**config.mk**
```make
export PLATFORM = sky130hd
export DESIGN_NAME = dsw_top
export DESIGN_NICKNAME = d
export VERILOG_FILES = /design/src/dsw_pkg.sv /design/src/dsw_beat_if.sv /design/src/dsw_lane_mask.sv /design/src/dsw_top.sv
export VERILOG_INCLUDE_DIRS = /design/src /design/src/src
export SDC_FILE = /design/constraint.sdc
export NUM_CORES = 2
export LEC_CHECK = 0
export ABC_CLOCK_PERIOD_IN_PS = 4400
export BUFFER_PORTS_ARGS = -buffer_cell sky130_fd_sc_hd__buf_2
export CORE_MARGIN = 2
export CORE_UTILIZATION = 50
export CTS_CLUSTER_SIZE = 28
export DETAILED_ROUTE_END_ITERATION = 7
export PLACE_DENSITY = 0.72
export SLEW_MARGIN = 20
export SYNTH_ARGS = -nofsm -noshare
export SYNTH_HDL_FRONTEND = slang
export SYNTH_SLANG_ARGS = --single-unit
```
**constraint.sdc**
```tcl
create_clock -name clk -period 4.4 [get_ports clk]
set_input_delay 0.44 -clock clk [delete_from_list [all_inputs] [get_ports clk]]
set_output_delay 0.44 -clock clk [all_outputs]
set_load 0.03 [all_outputs]
```
**src/dsw_consts.svh**
```systemverilog
// Constants for the burst-of-two SRAM command and byte-write block
`ifndef DSW_CONSTS_SVH
`define DSW_CONSTS_SVH
`define DSW_BYTE_W      9
`define DSW_W_X9        9
`define DSW_W_X18       18
`define DSW_W_X36       36
`define DSW_ADDR_W_DEF  4
`define DSW_ADDR_W_MAX  8
`define DSW_MAX_LANES   4
`define DSW_LANE_IDLE   4'hF
`define DSW_LANE_ALL    4'h0
`define DSW_SYNC_RST    2'h0
`define DSW_BEAT_K      1'h0
`define DSW_BEAT_KN     1'h1
`endif

```
**src/dsw_pkg.sv**
```systemverilog
// Types shared by the burst-of-two SRAM command and byte-write block
package dsw_pkg;
   typedef enum logic [1:0] {
      DSW_RUN   = 2'b00,
      DSW_DRAIN = 2'b01,
      DSW_HALT  = 2'b10
   } dsw_run_e;
endpackage

```
**src/dsw_beat_if.sv**
```systemverilog
// Carrier between one write beat and its lane mask decoder
`timescale 1ns/1ns
interface dsw_beat_if #(
   parameter int DATA_W = 36
);
   logic [3:0]        lane_en_n;
   logic [DATA_W-1:0] bit_mask;
   modport src  (output lane_en_n, input  bit_mask);
   modport mask (input  lane_en_n, output bit_mask);
endinterface

```
**src/dsw_lane_mask.sv**
```systemverilog
// Byte-lane enable to bit write mask decoder for one write beat
`timescale 1ns/1ns
`include "dsw_consts.svh"
module dsw_lane_mask #(
   parameter int DATA_W = 36
) (
   dsw_beat_if.mask bus
);
   localparam int LANES = DATA_W / `DSW_BYTE_W;

   if (DATA_W != `DSW_W_X9 && DATA_W != `DSW_W_X18 && DATA_W != `DSW_W_X36) begin : g_bad_w
      $error("dsw_lane_mask: DATA_W must be 9, 18 or 36");
   end

   // ------------------------------------------------------------
   // One active-low enable per nine-bit lane, lanes independent
   // ------------------------------------------------------------
   for (genvar l = 0; l < LANES; l++) begin : g_lane
      assign bus.bit_mask[l*`DSW_BYTE_W +: `DSW_BYTE_W] = {`DSW_BYTE_W{~bus.lane_en_n[l]}};
   end
endmodule

```
**src/dsw_top.sv**
```systemverilog
// Command decode, read burst pipeline and byte-write masking of the SRAM core
// Functional notes
// - Clock stopped holds inputs, outputs and operation
// - Pending bursts finish before stop takes hold
// - Both selects high means no operation, outputs off
// - Read: first beat next cycle, second after two
// - Write captures both beats in command cycle
// - Lane enables sampled separately for each beat
// - Lane enables ignored outside a write cycle
// - All enables low writes the whole word
// - x36 lanes 2,3 low write bytes 2,3
// - Lane 0 bits 0-8, lane 1 bits 9-17
// - Lane 2 bits 18-26, lane 3 bits 27-35
// - Both output clocks high: launch from input clock
`timescale 1ns/1ns
`include "dsw_consts.svh"
module dsw_top #(
   parameter int DATA_W = `DSW_W_X36,
   parameter int ADDR_W = `DSW_ADDR_W_DEF
) (
   input  wire logic              clk,
   input  wire logic              nrst,
   input  wire logic              rd_sel_n,
   input  wire logic              wr_sel_n,
   input  wire logic [ADDR_W-1:0] addr,
   input  wire logic [DATA_W-1:0] wdata_k,
   input  wire logic [DATA_W-1:0] wdata_kn,
   input  wire logic [1:0]        lane0_write_enable_n,
   input  wire logic [1:0]        lane1_write_enable_n,
   input  wire logic [1:0]        lane2_write_enable_n,
   input  wire logic [1:0]        lane3_write_enable_n,
   input  wire logic [1:0]        single_lane_write_enable_n,
   input  wire logic              clk_stop,
   input  wire logic              out_clk_c,
   input  wire logic              out_clk_cn,
   output logic [DATA_W-1:0]      q_lo,
   output logic                   q_lo_oe,
   output logic [DATA_W-1:0]      q_hi,
   output logic                   q_hi_oe,
   output logic                   launch_from_k,
   output logic                   stopped
);
   localparam int WORDS = 2 ** (ADDR_W + 1);

   if (DATA_W != `DSW_W_X9 && DATA_W != `DSW_W_X18 && DATA_W != `DSW_W_X36) begin : g_bad_w
      $error("dsw_top: DATA_W must be 9, 18 or 36");
   end
   if (ADDR_W < 1 || ADDR_W > `DSW_ADDR_W_MAX) begin : g_bad_a
      $error("dsw_top: ADDR_W out of range");
   end

   typedef struct packed {
      logic [1:0]                   stop_sync;
      logic [1:0]                   c_sync;
      logic [1:0]                   cn_sync;
      logic [1:0]                   strap_fill;
      logic                         strap_done;
      logic                         launch_from_k;
      dsw_pkg::dsw_run_e            run;
      logic                         halted;
      logic                         rd_pend;
      logic [ADDR_W-1:0]            rd_addr;
      logic [DATA_W-1:0]            q_lo;
      logic                         q_lo_oe;
      logic [DATA_W-1:0]            q_hi;
      logic                         q_hi_oe;
      logic [WORDS-1:0][DATA_W-1:0] mem;
   } dsw_state_s;

   dsw_state_s cur;
   dsw_state_s next_cur;

   // ------------------------------------------------------------
   // Lane enables of each beat, decoded to bit masks
   // ------------------------------------------------------------
   dsw_beat_if #(.DATA_W(DATA_W)) beat0 ();
   dsw_beat_if #(.DATA_W(DATA_W)) beat1 ();

   // The single x9 enable stands in lane 0; unused lanes are idle
   assign beat0.lane_en_n = (DATA_W == `DSW_W_X9) ?
      {3'h7, single_lane_write_enable_n[`DSW_BEAT_K]} :
      {lane3_write_enable_n[`DSW_BEAT_K], lane2_write_enable_n[`DSW_BEAT_K],
       lane1_write_enable_n[`DSW_BEAT_K], lane0_write_enable_n[`DSW_BEAT_K]};
   assign beat1.lane_en_n = (DATA_W == `DSW_W_X9) ?
      {3'h7, single_lane_write_enable_n[`DSW_BEAT_KN]} :
      {lane3_write_enable_n[`DSW_BEAT_KN], lane2_write_enable_n[`DSW_BEAT_KN],
       lane1_write_enable_n[`DSW_BEAT_KN], lane0_write_enable_n[`DSW_BEAT_KN]};

   dsw_lane_mask #(.DATA_W(DATA_W)) u_mask0 (.bus(beat0.mask));
   dsw_lane_mask #(.DATA_W(DATA_W)) u_mask1 (.bus(beat1.mask));

   // ------------------------------------------------------------
   // Command decode
   // ------------------------------------------------------------
   logic              accept;
   logic              rd_take;
   logic              wr_take;
   logic              stop_seen;
   logic [ADDR_W:0]   w_idx0;
   logic [ADDR_W:0]   w_idx1;

   assign accept    = (cur.run == dsw_pkg::DSW_RUN);
   assign stop_seen = cur.stop_sync[1];
   assign rd_take   = accept && !rd_sel_n;
   assign wr_take   = accept && !wr_sel_n;
   assign w_idx0    = {addr, `DSW_BEAT_K};
   assign w_idx1    = {addr, `DSW_BEAT_KN};

   always_comb begin
      next_cur = cur;
      next_cur.stop_sync = {cur.stop_sync[0], clk_stop};
      next_cur.c_sync    = {cur.c_sync[0], out_clk_c};
      next_cur.cn_sync   = {cur.cn_sync[0], out_clk_cn};
      // The mode strap is taken once; switching it live is not supported
      // Wait for the synchronisers to refill after reset before taking it
      next_cur.strap_fill = {cur.strap_fill[0], 1'h1};
      if (cur.strap_fill[1] && !cur.strap_done) begin
         next_cur.strap_done    = 1'b1;
         next_cur.launch_from_k = cur.c_sync[1] && cur.cn_sync[1];
      end

      case (cur.run)
         dsw_pkg::DSW_RUN: begin
            // Second beat of the read taken last cycle
            next_cur.q_hi_oe = cur.rd_pend;
            if (cur.rd_pend) begin
               next_cur.q_hi = cur.mem[{cur.rd_addr, `DSW_BEAT_KN}];
            end
            next_cur.rd_pend = rd_take;
            next_cur.q_lo_oe = rd_take;
            if (rd_take) begin
               next_cur.rd_addr = addr;
               next_cur.q_lo    = cur.mem[w_idx0];
            end
            if (wr_take) begin
               next_cur.mem[w_idx0] = (cur.mem[w_idx0] & ~beat0.bit_mask) |
                                      (wdata_k & beat0.bit_mask);
               next_cur.mem[w_idx1] = (cur.mem[w_idx1] & ~beat1.bit_mask) |
                                      (wdata_kn & beat1.bit_mask);
            end
            if (stop_seen) begin
               next_cur.run = dsw_pkg::DSW_DRAIN;
            end
         end
         dsw_pkg::DSW_DRAIN: begin
            // Finish the open burst, then freeze everything
            if (cur.rd_pend) begin
               next_cur.q_hi    = cur.mem[{cur.rd_addr, `DSW_BEAT_KN}];
               next_cur.q_hi_oe = 1'b1;
               next_cur.q_lo_oe = 1'b0;
               next_cur.rd_pend = 1'b0;
            end else begin
               // Last beat is out: release the outputs, then freeze for the stop
               next_cur.q_lo_oe = 1'b0;
               next_cur.q_hi_oe = 1'b0;
               next_cur.run    = dsw_pkg::DSW_HALT;
               next_cur.halted = 1'b1;
            end
         end
         dsw_pkg::DSW_HALT: begin
            // Outputs and memory stand as they were
            if (!stop_seen) begin
               next_cur.run    = dsw_pkg::DSW_RUN;
               next_cur.halted = 1'b0;
            end
         end
         default: begin
            next_cur.run = dsw_pkg::DSW_RUN;
         end
      endcase
   end

   always_ff @(posedge clk) begin
      if (!nrst) begin
         cur               <= '0;
         cur.stop_sync     <= `DSW_SYNC_RST;
         cur.c_sync        <= `DSW_SYNC_RST;
         cur.cn_sync       <= `DSW_SYNC_RST;
         cur.run           <= dsw_pkg::DSW_RUN;
      end else begin
         cur <= next_cur;
      end
   end

   assign q_lo          = cur.q_lo;
   assign q_lo_oe       = cur.q_lo_oe;
   assign q_hi          = cur.q_hi;
   assign q_hi_oe       = cur.q_hi_oe;
   assign launch_from_k = cur.launch_from_k;
   assign stopped       = cur.halted;
endmodule

```
==> results.cfg <==
[cts]
cts_tree = built
path_clk_slew_ns = 0.06
numCtsBuffers = 133
cts-root-buf = clkbuf_16
clockBufferDepth = 3
cts_sinks = 1243
h-tree-depth = 4
worstSkewPairLatency_ns = 0.75
cts_resized = 0

[setup_path]
worst_ep_required_time_ns = 4.96
cp_cell_sequence = buf_2 > or3b_2 > o221ai_1 > a21o_1 > o221ai_1 > o21ai_0
cp_slowest_cell = o221ai_1
cp_max_fo = 18
critPathLaunch = addr[3]
rr_startpoint = cur[1233]
critPathArrivalTime_ns = 3.32
critPathMaxStageDelay_ns = 0.90
end_kind = flop
crit_path_start_kind = input port
crit_top_cell = o221ai_1
crit_type = in2reg

[layout]
drive_above_1_share = 0.179
fillers = 9396
multi_input_area_um2 = 27500
nets = 5594
fin_area_um2 = 60600
seq_area_um2 = 24900
syn_to_final_growth_pct = 9.67

[detailed_routing]
dr.pass1.iters = 5
routedWlPerCell_um = 23.6
drtIter0Drc = 4828
wl_um = 167000
viasPerCell = 6.42
ant_nets = 0
drc = 0
vias = 45400

[timing]
tightest_slew_ns = 1.18
min_period_over_period = 0.627
maxSlewHeadroom = 0.211
fin_ws_ns = 1.64
fin_setup_tns_ns = 0
rsz0062_at_grt = no
timing.fmax_mhz = 363
setup_viol = 0
period_minus_slack_ns = 2.76
maxSlewViolCount = 0
fin_skew_ns = 0.0456
finalHoldViolations = 0

[placed_design]
dp_slack_ns = 0.947
dp_hpwl_um = 92800
gp_congestion = 0.825
port_buffers = 166
place_area_um2 = 56200

[outcome]
status = completed

[pwr]
peakVddDrop_uv = 381
leakage_nw = 22.2
power_density_nw_per_um2 = 410

[global_routing]
grt.total_usage = 0.289
grt_pass1_wl_um = 256000
grt_max_degree = 312
grt.overflow.total = 0
antenna_found_initial = 5
grt_pass1_vias = 43900

[floorplanning]
rows = 121
die_x_um = 336
dieArea_um2 = 113000
die_h_um = 336
io_pins = 169
fp.coreArea_um2 = 109000
initial_core_util = 0.506

[yosys]
ys.flop_type = dfxtp_1
syn_area_per_cell_um2 = 9.66
synth_seq_cells = 1243
synth_cell_types = 53
syn-num-nets = 5813
netlist_area_um2 = 55300
synthCells = 5720
async_reset_ff_frac = 0
seq_area_frac_synth = 0.450
yosys_warnings = 0
synth_edf_count = 0

[worst_hold_path]
hp-class = in2reg
hp-start = wdata_k[24]

[job]
maxCapViolCount = 0
[metrics by stage]
step	std cells	hold slack [ns]	power, mW	utilization
6_report	7073	0.103	24.9	0.554
3_3_place_gp	6835	0.414	13.9	0.514
2_1_floorplan	5720	0.412	13.3	-
3_5_place_dp	6835	0.417	14.0	0.514
4_1_cts	7067	0.0576	24.9	0.553
5_1_grt	7072	0.102	25.5	0.554
[final cells by class]
| class | instances | share of cell area |
|---|---|---|
| Clock inverter | 35 | 0.00654 |
| Antenna cell | 2 | 0.0000826 |
| Timing Repair Buffer | 286 | 0.0342 |
| Inverter | 7 | 0.000516 |
| Clock buffer | 194 | 0.0639 |
| Multi-Input combinational cell | 3830 | 0.453 |
| Sequential cell | 1243 | 0.411 |
| Tap cell | 1476 | 0.0305 |
[cell families (layout without fill, tap and decap cells)]
logic type | after synthesis | count (layout) | share of synthesized area
AND/OR/NAND/NOR | 883 | 883 | 0.0726
multiplexers | 725 | 725 | 0.182
buffers and inverters | 647 | 522 | 0.0569
AO/OA/AOI/OAI | 2222 | 2222 | 0.238
flip-flops | 1243 | 1243 | 0.450
other | 0 | 2 | 0
[per-layer routing]
metal / wire length (um) / track usage / vias up
met5: 31 / 0 / -
met1: 69600 / 0.394 / 22200
li1: - / - / 20600
met2: 74300 / 0.442 / 2180
met4: 6500 / 0.130 / 6
met3: 16600 / 0.0602 / 418
[repair_timing]
action	CTS	global route
hold buffers	3	0
buffers inserted	0	0
hold endpoints to repair	3	0
[synth_stat cells (7+ instances only)]
library cell / n / area share
dfxtp_1: 1243 / 0.45
nor3_1: 11 / 0.0010
clkbuf_1: 393 / 0.027
a31oi_1: 8 / 0.00091
mux2_2: 100 / 0.020
a22o_1: 38 / 0.0060
mux2i_1: 409 / 0.074
nor2_2: 14 / 0.0016
nand2_1: 317 / 0.022
nor2_1: 142 / 0.0096
a211oi_2: 60 / 0.014
o31a_4: 12 / 0.0038
a211oi_1: 11 / 0.0015
o21ai_0: 1177 / 0.11
buf_4: 86 / 0.012
o221ai_1: 53 / 0.0084
o22ai_1: 50 / 0.0057
and2_1: 12 / 0.0014
a22oi_1: 74 / 0.010
a21oi_2: 8 / 0.0013
mux4_2: 216 / 0.088
a221oi_1: 18 / 0.0029
nand3_1: 322 / 0.029
a32oi_2: 36 / 0.011
buf_1: 33 / 0.0022
or3_1: 28 / 0.0032
a21oi_1: 584 / 0.053
buf_8: 8 / 0.0022
buf_6: 22 / 0.0045
and3_1: 8 / 0.00091
o31a_2: 23 / 0.0042
a21o_1: 64 / 0.0087
buf_2: 94 / 0.0085
nor2b_1: 7 / 0.00079
[worst max-delay path, delay by kind of cell]
family | cells | cell delay (ns)
simple gates | 1 | 0.89
compound gates | 4 | 1.61
buf+inv | 1 | 0.36
[where the power goes]
group / total, mW / internal [mW] / switching (mW) / leakage, nW
sequential: 11.6 / 11.5 / 0.151 / 10.0
clock: 11.1 / 6.41 / 4.66 / 2.11
combinational: 2.17 / 0.695 / 1.47 / 10.0
[layout by cell type, fill, tap and decap left out, types with 10 or more instances in the layout]
| cell type | count |
|---|---|
| clkbuf_8 | 21 |
| dfxtp_1 | 1240 |
| mux2i_1 | 409 |
| clkbuf_16 | 138 |
| a221oi_1 | 18 |
| nor3_1 | 11 |
| nor2_1 | 134 |
| a22o_1 | 38 |
| a211oi_1 | 11 |
| o31a_2 | 23 |
| o221ai_1 | 46 |
| a211oi_2 | 60 |
| nand3_1 | 318 |
| and2_1 | 10 |
| nand2_1 | 312 |
| clkbuf_1 | 35 |
| a32oi_2 | 36 |
| buf_12 | 22 |
| buf_2 | 164 |
| a22oi_1 | 74 |
| buf_4 | 91 |
| o22ai_1 | 50 |
| a21oi_1 | 584 |
| o31a_4 | 12 |
| mux4_2 | 216 |
| a21o_1 | 64 |
| mux2_2 | 100 |
| o21ai_0 | 1177 |
| nor2_4 | 16 |
| clkinv_2 | 19 |
| or3_1 | 28 |
[worst paths after layout]
path,end,slack (ns),cells past startpoint
setup / recovery,flop,1.64,6
hold / removal,flop,0.10,3
setup reg to reg,flop,1.70,5
hold reg to reg,cur[1239],0.42,1
No activity file was read; power rests on OpenSTA's default activity.
